`src/rtl/isp_params.svh`:
```
// constants for the in-system flash programming slave
`ifndef ISP_PARAMS_SVH
`define ISP_PARAMS_SVH

// software enable key
`define KEY_ENABLE      8'h93

// command field codes (upper five bits of the command byte)
`define CMD_PROGRAM     5'h14
`define CMD_PAGE_ERASE  5'h06
`define CMD_BLANK       5'h0D
`define CMD_CLR_CRC     5'h1A
`define CMD_RESET_CPU   5'h09

// byte field positions
`define CMD_FIELD       7:3
`define FONT_SEL        0
`define TXN_FIELD       1:0
`define PEER_FIELD      7:2
`define FONT_LO         6:0
`define HI_BYTE         15:8
`define LO_BYTE         7:0

// byte index within a transfer (0 is the address byte)
`define IDX_ADDR        3'h0
`define IDX_SECOND      3'h1
`define IDX_THIRD       3'h2
`define IDX_FOURTH      3'h3
`define IDX_FIFTH       3'h4
`define IDX_SIXTH       3'h5
`define IDX_MAX         3'h7

// values
`define CRC_SEED        16'hFFFF
`define FILL_BYTE       8'hFF
`define BIT_COUNT       4'h8
`define LAST_BIT        4'h7

// timing
`define CLK_PERIOD_NS   4
`define HANDOVER_NS     15000
`define ERASE_NS        10000000
`define PROGRAM_NS      60000

`endif

```
`src/rtl/isp_pkg.sv`:
```
// types shared by the flash programming slave and its bus bit engine
package isp_pkg;

	typedef enum logic [1:0] {
		TXN_DATA_WR = 2'h0,
		TXN_DATA_RD = 2'h1,
		TXN_CMD_WR  = 2'h2,
		TXN_CMD_RD  = 2'h3
	} txn_t;

	typedef enum logic [2:0] {
		FL_READ       = 3'h0,
		FL_PROGRAM    = 3'h1,
		FL_PAGE_ERASE = 3'h2,
		FL_BLANK      = 3'h3
	} flash_op_t;

	typedef enum logic [4:0] {
		PH_IDLE   = 5'h01,
		PH_RX     = 5'h02,
		PH_RX_ACK = 5'h04,
		PH_TX     = 5'h08,
		PH_TX_ACK = 5'h10
	} bus_phase_t;

	typedef struct packed {
		bus_phase_t  phase;
		logic [3:0]  cnt;
		logic [7:0]  shreg;
		logic        oe;
		logic        acked;
	} bus_state_t;

	typedef struct packed {
		logic        start;
		logic        stop;
		logic        byte_valid;
		logic        host_ack;
		logic [7:0]  data;
	} bus_ev_t;

	typedef struct packed {
		logic        strobe;
		flash_op_t   op;
		logic        font;
		logic [15:0] addr;
		logic [15:0] wdata;
	} flash_cmd_t;

	typedef struct packed {
		txn_t        txn;
		logic [2:0]  idx;
		logic        matched;
		logic        ack;
		logic        tx_mode;
		logic [7:0]  tx_byte;
		logic [7:0]  cmd;
		logic [7:0]  addr_hi;
		logic [7:0]  addr_lo;
		logic [7:0]  font_hi;
		logic        half;
		logic [15:0] crc;
	} xfer_t;

	typedef struct packed {
		logic        armed;
		logic        active;
		logic [11:0] cnt;
	} mode_t;

endpackage

```
`src/rtl/isp_bit_engine.sv`:
```
// two-wire bus bit engine: synchronises the pins, frames bytes, drives ack and read data
`timescale 1ns/100ps
`default_nettype none

`include "isp_params.svh"

module isp_bit_engine (
	// clock and reset
	input  wire logic             core_clk_i,
	input  wire logic             rst_n_i,
	// bus pins
	input  wire logic             scl_i,
	input  wire logic             sda_i,
	output logic                  sda_o,
	output logic                  sda_oe_o,
	// byte level side
	input  wire logic             ack_i,
	input  wire logic             tx_mode_i,
	input  wire logic [7:0]       tx_byte_i,
	output isp_pkg::bus_ev_t      ev_o
);
	import isp_pkg::*;

	logic [2:0]  scl_s;
	logic [2:0]  sda_s;
	bus_state_t  st;
	bus_state_t  next_st;
	bus_ev_t     next_ev;
	logic        scl_rise;
	logic        scl_fall;

	// stage 0 feeds only stage 1; stage 2 is the previous value for edge finding
	always_ff @(posedge core_clk_i or negedge rst_n_i) begin
		if (!rst_n_i) begin
			scl_s <= 3'h7;
			sda_s <= 3'h7;
		end else begin
			scl_s <= {scl_s[1:0], scl_i};
			sda_s <= {sda_s[1:0], sda_i};
		end
	end

	assign scl_rise = scl_s[1] & ~scl_s[2];
	assign scl_fall = ~scl_s[1] & scl_s[2];
	assign sda_o    = 1'b0;
	assign sda_oe_o = st.oe;

	always_comb begin
		next_st = st;
		next_ev = '0;
		next_ev.data = st.shreg;
		if (scl_s[1] && scl_s[2] && !sda_s[1] && sda_s[2]) begin
			next_st.phase = PH_RX;
			next_st.cnt   = 4'h0;
			next_st.oe    = 1'b0;
			next_ev.start = 1'b1;
		end else if (scl_s[1] && scl_s[2] && sda_s[1] && !sda_s[2]) begin
			next_st.phase = PH_IDLE;
			next_st.oe    = 1'b0;
			next_ev.stop  = 1'b1;
		end else begin
			case (st.phase)
				PH_RX: begin
					if (scl_rise) begin
						next_st.shreg = {st.shreg[6:0], sda_s[1]};
						next_st.cnt   = st.cnt + 4'h1;
						if (st.cnt == `LAST_BIT) begin
							next_ev.byte_valid = 1'b1;
							next_ev.data       = {st.shreg[6:0], sda_s[1]};
						end
					end else if (scl_fall && st.cnt == `BIT_COUNT) begin
						// a refused byte leaves the bus alone until the next start
						next_st.oe    = ack_i;
						next_st.phase = ack_i ? PH_RX_ACK : PH_IDLE;
					end
				end
				PH_RX_ACK: begin
					if (scl_fall) begin
						next_st.cnt = 4'h0;
						if (tx_mode_i) begin
							next_st.shreg = tx_byte_i;
							next_st.oe    = ~tx_byte_i[7];
							next_st.phase = PH_TX;
						end else begin
							next_st.oe    = 1'b0;
							next_st.phase = PH_RX;
						end
					end
				end
				PH_TX: begin
					if (scl_rise) begin
						next_st.cnt = st.cnt + 4'h1;
					end else if (scl_fall) begin
						if (st.cnt == `BIT_COUNT) begin
							next_st.oe    = 1'b0;
							next_st.phase = PH_TX_ACK;
						end else begin
							next_st.shreg = {st.shreg[6:0], 1'b0};
							next_st.oe    = ~st.shreg[6];
						end
					end
				end
				PH_TX_ACK: begin
					if (scl_rise) begin
						next_st.acked    = ~sda_s[1];
						next_ev.host_ack = 1'b1;
					end else if (scl_fall) begin
						next_st.cnt = 4'h0;
						if (st.acked) begin
							next_st.shreg = tx_byte_i;
							next_st.oe    = ~tx_byte_i[7];
							next_st.phase = PH_TX;
						end else begin
							next_st.phase = PH_IDLE;
						end
					end
				end
				default: begin
					next_st.oe = 1'b0;
				end
			endcase
		end
	end

	always_ff @(posedge core_clk_i or negedge rst_n_i) begin
		if (!rst_n_i) begin
			st       <= '{phase: PH_IDLE, cnt: 4'h0, shreg: 8'h00, oe: 1'b0, acked: 1'b0};
			ev_o     <= '0;
		end else begin
			st       <= next_st;
			ev_o     <= next_ev;
		end
	end

endmodule

`default_nettype wire

```
`src/rtl/i2c_flash_program_slave.sv`:
```
// in-system flash programming slave: transfer decode, flash sequencing, address and crc
//
// Operation
// programming mode arms on key 93h write, activates only once cpu is idle.
// after enable, suppress watchdog and hand flash to host within 15-22.5 us.
// address byte low bits pick command write, command read, data write, data read.
// command field codes select program, page erase or blank for data writes.
// command 11010 reseeds the crc; command 01001 resets the processor.
// command bit 0 selects font array, else code array; bits 2:1 ignored.
// third command-write byte loads page address; writes may stop after any byte.
// command read returns command, address high, address low, crc high, crc low.
// second data-write byte loads the low address.
// from third data-write byte, run the last commanded program, erase or blank.
// low address steps per code byte, or per second byte for font words.
// erase/blank take one ignored byte; nack all traffic for 10 ms after.
// host sends 1-256 code bytes or 1-128 font words per program transfer.
// byte arriving during 60 us program cycle is nacked, uncounted, address held.
// host waits 10 ms after erase/blank and 60 us between program bytes.
// page erase clears 256 code bytes or 128 font words; blank clears array.
// host acks read bytes as it likes; address setup ends with stop or restart.
// host keeps the bus clock at or below 140 kHz.
// crc seeded to all ones by reset or clear; counts acked data bytes only.
// crc shifts msb first with feedback into bits 15, 2 and 0.
// readback sends flash from loaded address, stepping after each byte or word.
// font word travels upper byte first, lower eight bits second.
// answer only the peer address held in the programming address register.
`timescale 1ns/100ps
`default_nettype none

`include "isp_params.svh"

module i2c_flash_program_slave #(
	parameter int unsigned ERASE_CYCLES   = (`ERASE_NS + `CLK_PERIOD_NS - 1) / `CLK_PERIOD_NS,
	parameter int unsigned PROGRAM_CYCLES = (`PROGRAM_NS + `CLK_PERIOD_NS - 1) / `CLK_PERIOD_NS
) (
	// clock and reset
	input  wire logic                 core_clk_i,
	input  wire logic                 rst_n_i,
	// software control
	input  wire logic                 key_wr_i,
	input  wire logic [7:0]           program_mode_key_reg_i,
	input  wire logic [7:0]           program_peer_address_reg_i,
	input  wire logic                 cpu_idle_i,
	// system status
	output logic                      program_mode_o,
	output logic                      wdt_suppress_o,
	output logic                      cpu_reset_o,
	output logic                      busy_o,
	// bus pins
	input  wire logic                 scl_i,
	input  wire logic                 sda_i,
	output logic                      sda_o,
	output logic                      sda_oe_o,
	// flash arrays
	output isp_pkg::flash_cmd_t       flash_cmd_o,
	input  wire logic [15:0]          flash_rdata_i
);
	import isp_pkg::*;

	localparam int unsigned HANDOVER_CYCLES = (`HANDOVER_NS + `CLK_PERIOD_NS - 1) / `CLK_PERIOD_NS;
	localparam int unsigned TMR_W           = $clog2(ERASE_CYCLES + 1);

	bus_ev_t              ev;
	mode_t                m;
	mode_t                next_m;
	xfer_t                x;
	xfer_t                next_x;
	flash_cmd_t           next_fl;
	logic [TMR_W-1:0]     tmr;
	logic [TMR_W-1:0]     next_tmr;
	logic                 long_op;
	logic                 next_long_op;
	logic                 next_cpu_reset;
	logic                 long_busy;
	logic                 font;
	logic [4:0]           field;

	function automatic logic [15:0] flash_addr(input logic f, input logic [7:0] hi,
		input logic [7:0] lo);
		flash_addr = f ? {2'h0, hi[`FONT_LO], lo[`FONT_LO]} : {hi, lo};
	endfunction

	function automatic logic [7:0] step_lo(input logic f, input logic [7:0] lo);
		step_lo = f ? {1'b0, lo[`FONT_LO] + 7'h01} : lo + 8'h01;
	endfunction

	function automatic logic [15:0] crc_step(input logic [15:0] c, input logic [7:0] d);
		logic [15:0] r;
		logic        fb;
		r = c;
		for (int i = 7; i >= 0; i--) begin
			fb = r[15] ^ d[i];
			r  = {r[14] ^ fb, r[13:2], r[1] ^ fb, r[0], fb};
		end
		crc_step = r;
	endfunction

	isp_bit_engine u_bits (
		.core_clk_i (core_clk_i),
		.rst_n_i    (rst_n_i),
		.scl_i      (scl_i),
		.sda_i      (sda_i),
		.sda_o      (sda_o),
		.sda_oe_o   (sda_oe_o),
		.ack_i      (x.ack),
		.tx_mode_i  (x.tx_mode),
		.tx_byte_i  (x.tx_byte),
		.ev_o       (ev)
	);

	assign program_mode_o = m.active;
	assign wdt_suppress_o = m.active;
	assign busy_o         = (tmr != '0);
	assign long_busy      = long_op && (tmr != '0);
	assign font           = x.cmd[`FONT_SEL];
	assign field          = ev.data[`CMD_FIELD];

	// mode entry: key arms, idle cpu starts the handover count
	always_comb begin
		next_m = m;
		if (key_wr_i && !m.active) begin
			next_m.armed = (program_mode_key_reg_i == `KEY_ENABLE);
		end
		if (m.armed && cpu_idle_i && !m.active) begin
			if (m.cnt == 12'(HANDOVER_CYCLES - 1)) begin
				next_m.active = 1'b1;
			end else begin
				next_m.cnt = m.cnt + 12'h001;
			end
		end else if (!m.active) begin
			next_m.cnt = 12'h000;
		end
		if (cpu_reset_o) begin
			next_m = '0;
		end
	end

	always_ff @(posedge core_clk_i or negedge rst_n_i) begin
		if (!rst_n_i) begin
			m <= '0;
		end else begin
			m <= next_m;
		end
	end

	// transfer decode, flash sequencing and crc
	always_comb begin
		next_x         = x;
		next_fl        = flash_cmd_o;
		next_fl.strobe = 1'b0;
		next_fl.op     = FL_READ;
		next_fl.font   = font;
		next_fl.addr   = flash_addr(font, x.addr_hi, x.addr_lo);
		next_tmr       = (tmr != '0) ? tmr - 1'b1 : tmr;
		next_long_op   = long_op;
		next_cpu_reset = 1'b0;

		if (ev.start) begin
			next_x.idx     = `IDX_ADDR;
			next_x.matched = 1'b0;
			next_x.tx_mode = 1'b0;
		end
		if (ev.stop) begin
			next_x.matched = 1'b0;
			next_x.tx_mode = 1'b0;
		end

		if (ev.byte_valid && x.idx == `IDX_ADDR) begin
			// busy with erase or blank: even our own address goes unanswered
			next_x.matched = m.active && !long_busy &&
				(ev.data[`PEER_FIELD] == program_peer_address_reg_i[`PEER_FIELD]);
			next_x.ack     = next_x.matched;
			next_x.txn     = txn_t'(ev.data[`TXN_FIELD]);
			next_x.tx_mode = next_x.matched && ev.data[0];
			next_x.idx     = `IDX_SECOND;
			if (next_x.matched && next_x.txn == TXN_DATA_RD) begin
				next_x.half = 1'b0;
			end
		end else if (ev.byte_valid) begin
			next_x.idx = (x.idx == `IDX_MAX) ? x.idx : x.idx + 3'h1;
			next_x.ack = x.matched && !long_busy;
			if (x.matched && !long_busy) begin
				case (x.txn)
					TXN_CMD_WR: begin
						if (x.idx == `IDX_SECOND) begin
							next_x.cmd = ev.data;
							if (field == `CMD_CLR_CRC) begin
								next_x.crc = `CRC_SEED;
							end
							if (field == `CMD_RESET_CPU) begin
								next_cpu_reset = 1'b1;
							end
						end else if (x.idx == `IDX_THIRD) begin
							next_x.addr_hi = font ? {1'b0, ev.data[`FONT_LO]} : ev.data;
						end
					end
					TXN_DATA_WR: begin
						if (x.idx == `IDX_SECOND) begin
							next_x.addr_lo = font ? {1'b0, ev.data[`FONT_LO]} : ev.data;
							next_x.half    = 1'b0;
						end else begin
							case (x.cmd[`CMD_FIELD])
								`CMD_PROGRAM: begin
									if (tmr != '0) begin
										next_x.ack = 1'b0;
									end else begin
										next_x.crc = crc_step(x.crc, ev.data);
										if (font && !x.half) begin
											next_x.font_hi = ev.data;
											next_x.half    = 1'b1;
										end else begin
											next_fl.strobe = 1'b1;
											next_fl.op     = FL_PROGRAM;
											next_fl.wdata  = font ? {x.font_hi, ev.data}
												: {8'h00, ev.data};
											next_tmr       = TMR_W'(PROGRAM_CYCLES);
											next_long_op   = 1'b0;
											next_x.addr_lo = step_lo(font, x.addr_lo);
											next_x.half    = 1'b0;
										end
									end
								end
								`CMD_PAGE_ERASE,
								`CMD_BLANK: begin
									if (x.idx == `IDX_THIRD) begin
										next_fl.strobe = 1'b1;
										next_fl.op     = (x.cmd[`CMD_FIELD] == `CMD_BLANK)
											? FL_BLANK : FL_PAGE_ERASE;
										next_tmr       = TMR_W'(ERASE_CYCLES);
										next_long_op   = 1'b1;
									end else begin
										next_x.ack = 1'b0;
									end
								end
								default: begin
									next_x.crc = crc_step(x.crc, ev.data);
								end
							endcase
						end
					end
					default: begin
						next_x.ack = 1'b0;
					end
				endcase
			end
		end

		if (ev.host_ack && x.tx_mode) begin
			next_x.idx = (x.idx == `IDX_MAX) ? x.idx : x.idx + 3'h1;
			if (x.txn == TXN_DATA_RD) begin
				if (!font || x.half) begin
					next_x.addr_lo = step_lo(font, x.addr_lo);
					next_x.half    = 1'b0;
				end else begin
					next_x.half = 1'b1;
				end
			end
		end

		// read data is refreshed every cycle; the engine takes it at the scl fall
		next_x.tx_byte = `FILL_BYTE;
		if (x.txn == TXN_CMD_RD) begin
			case (x.idx)
				`IDX_SECOND: next_x.tx_byte = x.cmd;
				`IDX_THIRD:  next_x.tx_byte = x.addr_hi;
				`IDX_FOURTH: next_x.tx_byte = x.addr_lo;
				`IDX_FIFTH:  next_x.tx_byte = x.crc[`HI_BYTE];
				`IDX_SIXTH:  next_x.tx_byte = x.crc[`LO_BYTE];
				default:     next_x.tx_byte = `FILL_BYTE;
			endcase
		end else if (x.txn == TXN_DATA_RD) begin
			next_x.tx_byte = (font && !x.half) ? flash_rdata_i[`HI_BYTE]
				: flash_rdata_i[`LO_BYTE];
		end
	end

	always_ff @(posedge core_clk_i or negedge rst_n_i) begin
		if (!rst_n_i) begin
			x           <= '{txn: TXN_DATA_WR, idx: `IDX_ADDR, tx_byte: `FILL_BYTE,
				crc: `CRC_SEED, default: '0};
			flash_cmd_o <= '{op: FL_READ, default: '0};
			tmr         <= '0;
			long_op     <= 1'b0;
			cpu_reset_o <= 1'b0;
		end else begin
			x           <= next_x;
			flash_cmd_o <= next_fl;
			tmr         <= next_tmr;
			long_op     <= next_long_op;
			cpu_reset_o <= next_cpu_reset;
		end
	end

endmodule

`default_nettype wire

```
`config.mk`:
```
export PLATFORM = sky130hd
export DESIGN_NAME = i2c_flash_program_slave
export DESIGN_NICKNAME = d
export VERILOG_FILES = /design/src/rtl/isp_pkg.sv /design/src/rtl/isp_bit_engine.sv /design/src/rtl/i2c_flash_program_slave.sv
export VERILOG_INCLUDE_DIRS = /design/src /design/src/rtl
export SDC_FILE = /design/constraint.sdc
export NUM_CORES = 1
export LEC_CHECK = 0
export ABC_AREA = 1
export BUFFER_PORTS_ARGS = -buffer_cell sky130_fd_sc_hd__buf_2
export CAP_MARGIN = 10
export CORE_UTILIZATION = 60
export DETAILED_ROUTE_END_ITERATION = 8
export PLACE_DENSITY = 0.85
export REMOVE_ABC_BUFFERS = 1
export SYNTH_ARGS = -nofsm -noshare
export SYNTH_HDL_FRONTEND = slang
export SYNTH_SLANG_ARGS = --single-unit
export TNS_END_PERCENT = 20
```
`constraint.sdc`:
```
create_clock -name core_clk_i -period 3 [get_ports core_clk_i]
set_input_delay 0.15 -clock core_clk_i [delete_from_list [all_inputs] [get_ports core_clk_i]]
set_output_delay 0.15 -clock core_clk_i [all_outputs]
set_load 0.02 [all_outputs]
```
==> impl_metrics.ini <==
[worst_setup_path]
cp.arrival_ns = 3.02
reg2reg_slack_ns = 0.33
cp-end-kind = register
crit_path_max_fanout = 10
start_kind = register
required_ns = 3.35
worstSetupPathType = register to register

[placed_design]
io_buffers = 76
gp_congestion = 0.993
placed_cells = 1354
post-dp-hpwl_um = 16300
pre_cts_ws_ns = 0.411

[power]
cellPowerDensity_nw_per_um2 = 592
pwr-share-seq = 0.432
clkPwrFrac = 0.336
pwr-share-comb = 0.232
p_int_w = 0.00410
p_leak_nw = 5.10
p_sw_frac = 0.338
total_power_w = 0.00620
ir_worst_vdd_uv = 448
power_switching_w = 0.00210

[global_routing]
grt.met2_usage = 0.492
grt_pass1_vias = 7878
grt_max_degree = 67
antenna_found_initial = 0
grtUsageTotal = 0.305
grt.met3_usage = 0.0680
grt_busiest_layer = met2
grt_pass1_wl_um = 37500
use_met1 = 0.401
gr-total-overflow = 0

[routing]
ant_nets = 0
postRouteWirelength_um = 23200
drcViolationCount = 8
vias_per_cell = 5.93
firstDrtPassIters = 8
dr_total_vias = 8290
drtIter0Drc = 914
wire_per_inst_um = 16.6

[synthesis]
ys_seq_elements = 176
yosysMostFrequentCell = nand2_1
netlist_area_um2 = 9140
synth_edf_count = 0
synthCells = 1097
synth_top_flop_cell = dfrtp_1
ys_seq_area_frac = 0.486
netlist.area_leader.share = 0.397
synth_cell_types = 53
synth_area_leader_cell = dfrtp_1
synth_area_leaders = dfrtp_1 40%, nand2_1 9.0%, dfstp_2 8.9%, inv_1 5.9%, o21ai_0 5.4%
async_flop_share = 1.00
avgSynthCellArea_um2 = 8.33
yosys-top-cells-count = 219 x nand2_1, 145 x dfrtp_1, 144 x inv_1, 106 x nor2_1, 98 x o21ai_0
ys_warn_count = 0

[sta]
hold_viol_final = 0
setup_viol_count_final = 0
post-route-min-period_ns = 2.67
finalCritPeriodShare = 0.888
fin_skew_ns = 0.0115
tightest_slew_ns = 0.902
max_slew_margin = 0.383
rsz0062_at_grt = no
slew_viol_final = 0
max_freq_mhz = 375
fin_tns_setup_ns = 0
layout_setup_ws_ns = 0.335

[layout]
instances_no_fill = 1397
multiInputGateArea_um2 = 4020
seqCellArea_um2 = 4440
area_delta_synth_final_pct = 14.6
drive_gt1_frac = 0.168
fill_cells = 1109
diodes = 0
final_nets = 1250

[cts]
ctsResizeCount = 0
cts_tree = built
hold_buffers = 12
worstSkewPairLatency_ns = 0.44
clk_pin_slew_worst_paths_ns = 0.07
cts_buffer_depth = 2
ctsRootBufferMaster = clkbuf_16
cts_buffers = 17
cts_setup_buffers = 0
cts.sink_count = 176
cts_htree_levels = 4

[die]
chipWidth_um = 125
core_area_um2 = 14700
die_y_um = 125
rows = 44
die_area_um2 = 15700
initial_core_util = 0.622
ios = 81

[flow_run]
cap_violations = 0

[status]
status = finished with violations
violations = DRC

[worst_hold_path]
worstHoldPathType = primary input to register
==> area by class of cell <==
cell class | count | share of cell area
sequential | 176 | 0.424
multi-input combinational | 747 | 0.384
timing repair buffer | 105 | 0.0630
inverter | 154 | 0.0552
clock buffer | 18 | 0.0410
tap | 184 | 0.0220
clock inverter | 13 | 0.0109
==> power groups by stage <==
stage	sequential, W	combinational [W]	clock (W)
detailed placement	0.00272	0.00137	0
global placement	0.00271	0.00132	0
global route	0.00269	0.00162	0.00220
floorplan	0.00267	0.000947	0
CTS	0.00268	0.00141	0.00210
finish	0.00268	0.00144	0.00208
==> flip-flops by register name, summed over array words and instances, names as in the netlist, 3 cells and up <==
register	flops
x	64
u_bits.st	18
flash_cmd_o	36
u_bits.scl_s	3
u_bits.ev_o	12
u_bits.sda_s	3
tmr	22
m	13
==> worst max-delay path, cell delays in order (launching register included) <==
cell and delay (ns):
dfrtp_1 0.38, inv_1 0.10, ha_1 0.28, nand2_4 0.18, inv_2 0.12, nand2_1 0.28, nand4_1 0.20, nor4_4 0.41
nand2_4 0.20, buf_4 0.23, a22oi_1 0.21
==> path summary, 6_finish.rpt <==
path / startpoint / cells past startpoint / endpoint
worst min-delay path: flash_rdata_i[10] / 3 / x[51]$_DFF_PN1_
worst min register to register: u_bits.sda_s[0]$_DFF_PN1_ / 0 / u_bits.sda_s[1]$_DFF_PN1_
max in group asynchronous: rst_n_i / 3 / u_bits.scl_s[1]$_DFF_PN1_
min in group asynchronous: rst_n_i / 2 / flash_cmd_o[12]$_DFFE_PN0P_
worst max-delay path: x[61]$_DFFE_PN0P_ / 10 / x[2]$_DFFE_PN1P_
worst max register to register: x[61]$_DFFE_PN0P_ / 10 / x[2]$_DFFE_PN1P_
==> through the flow <==
step	cell area (µm²)	hold WS [ns]	utilization
5_1_grt	10500	0.0246	0.712
3_5_place_dp	9810	0.116	0.667
4_1_cts	10500	0.00517	0.712
2_1_floorplan	9040	-0.146	-
3_3_place_gp	9810	0.118	0.667
6_report	10500	0.0150	0.712
==> cells by family (layout without fill, tap and decap cells) <==
group | count (synthesis) | in the layout | synth area share
compound gates | 254 | 254 | 0.166
xor+xnor | 32 | 32 | 0.0307
fa+ha+maj | 11 | 11 | 0.0151
buf+inv | 175 | 290 | 0.0749
flops | 176 | 176 | 0.486
mux | 1 | 1 | 0.00123
other cells | 1 | 2 | 0.000410
simple gates | 447 | 447 | 0.225
==> cells in the final DEF, fill, tap and decap left out, types with 4 or more instances in the layout <==
master	synthesis	routed
o21ai_0	98	98
buf_2	1	75
nor2_2	4	4
clkinvlp_4	0	4
inv_6	0	4
o22ai_1	32	32
xnor2_1	11	11
a2111oi_0	6	6
ha_1	11	11
a221oi_1	4	4
nand4_1	13	13
inv_2	10	10
nor2_1	106	106
nand2_1	219	219
clkbuf_16	0	17
nor4_1	12	12
a21oi_1	49	49
a22oi_2	9	9
inv_1	144	144
o211ai_1	6	6
dfrtp_1	145	145
xor2_1	21	21
dfstp_2	31	31
nand3_1	39	39
buf_4	3	15
dlygate4sd3_1	0	12
o21ai_1	18	18
a22oi_1	12	12
nor3_1	25	25
==> per-layer routing <==
metal,up-vias,part of all wire
met5,-,0
met4,0,0.029
met3,76,0.084
met2,435,0.47
met1,3896,0.41
li1,3883,-
Note: power is estimated with default switching activity, not from simulation.
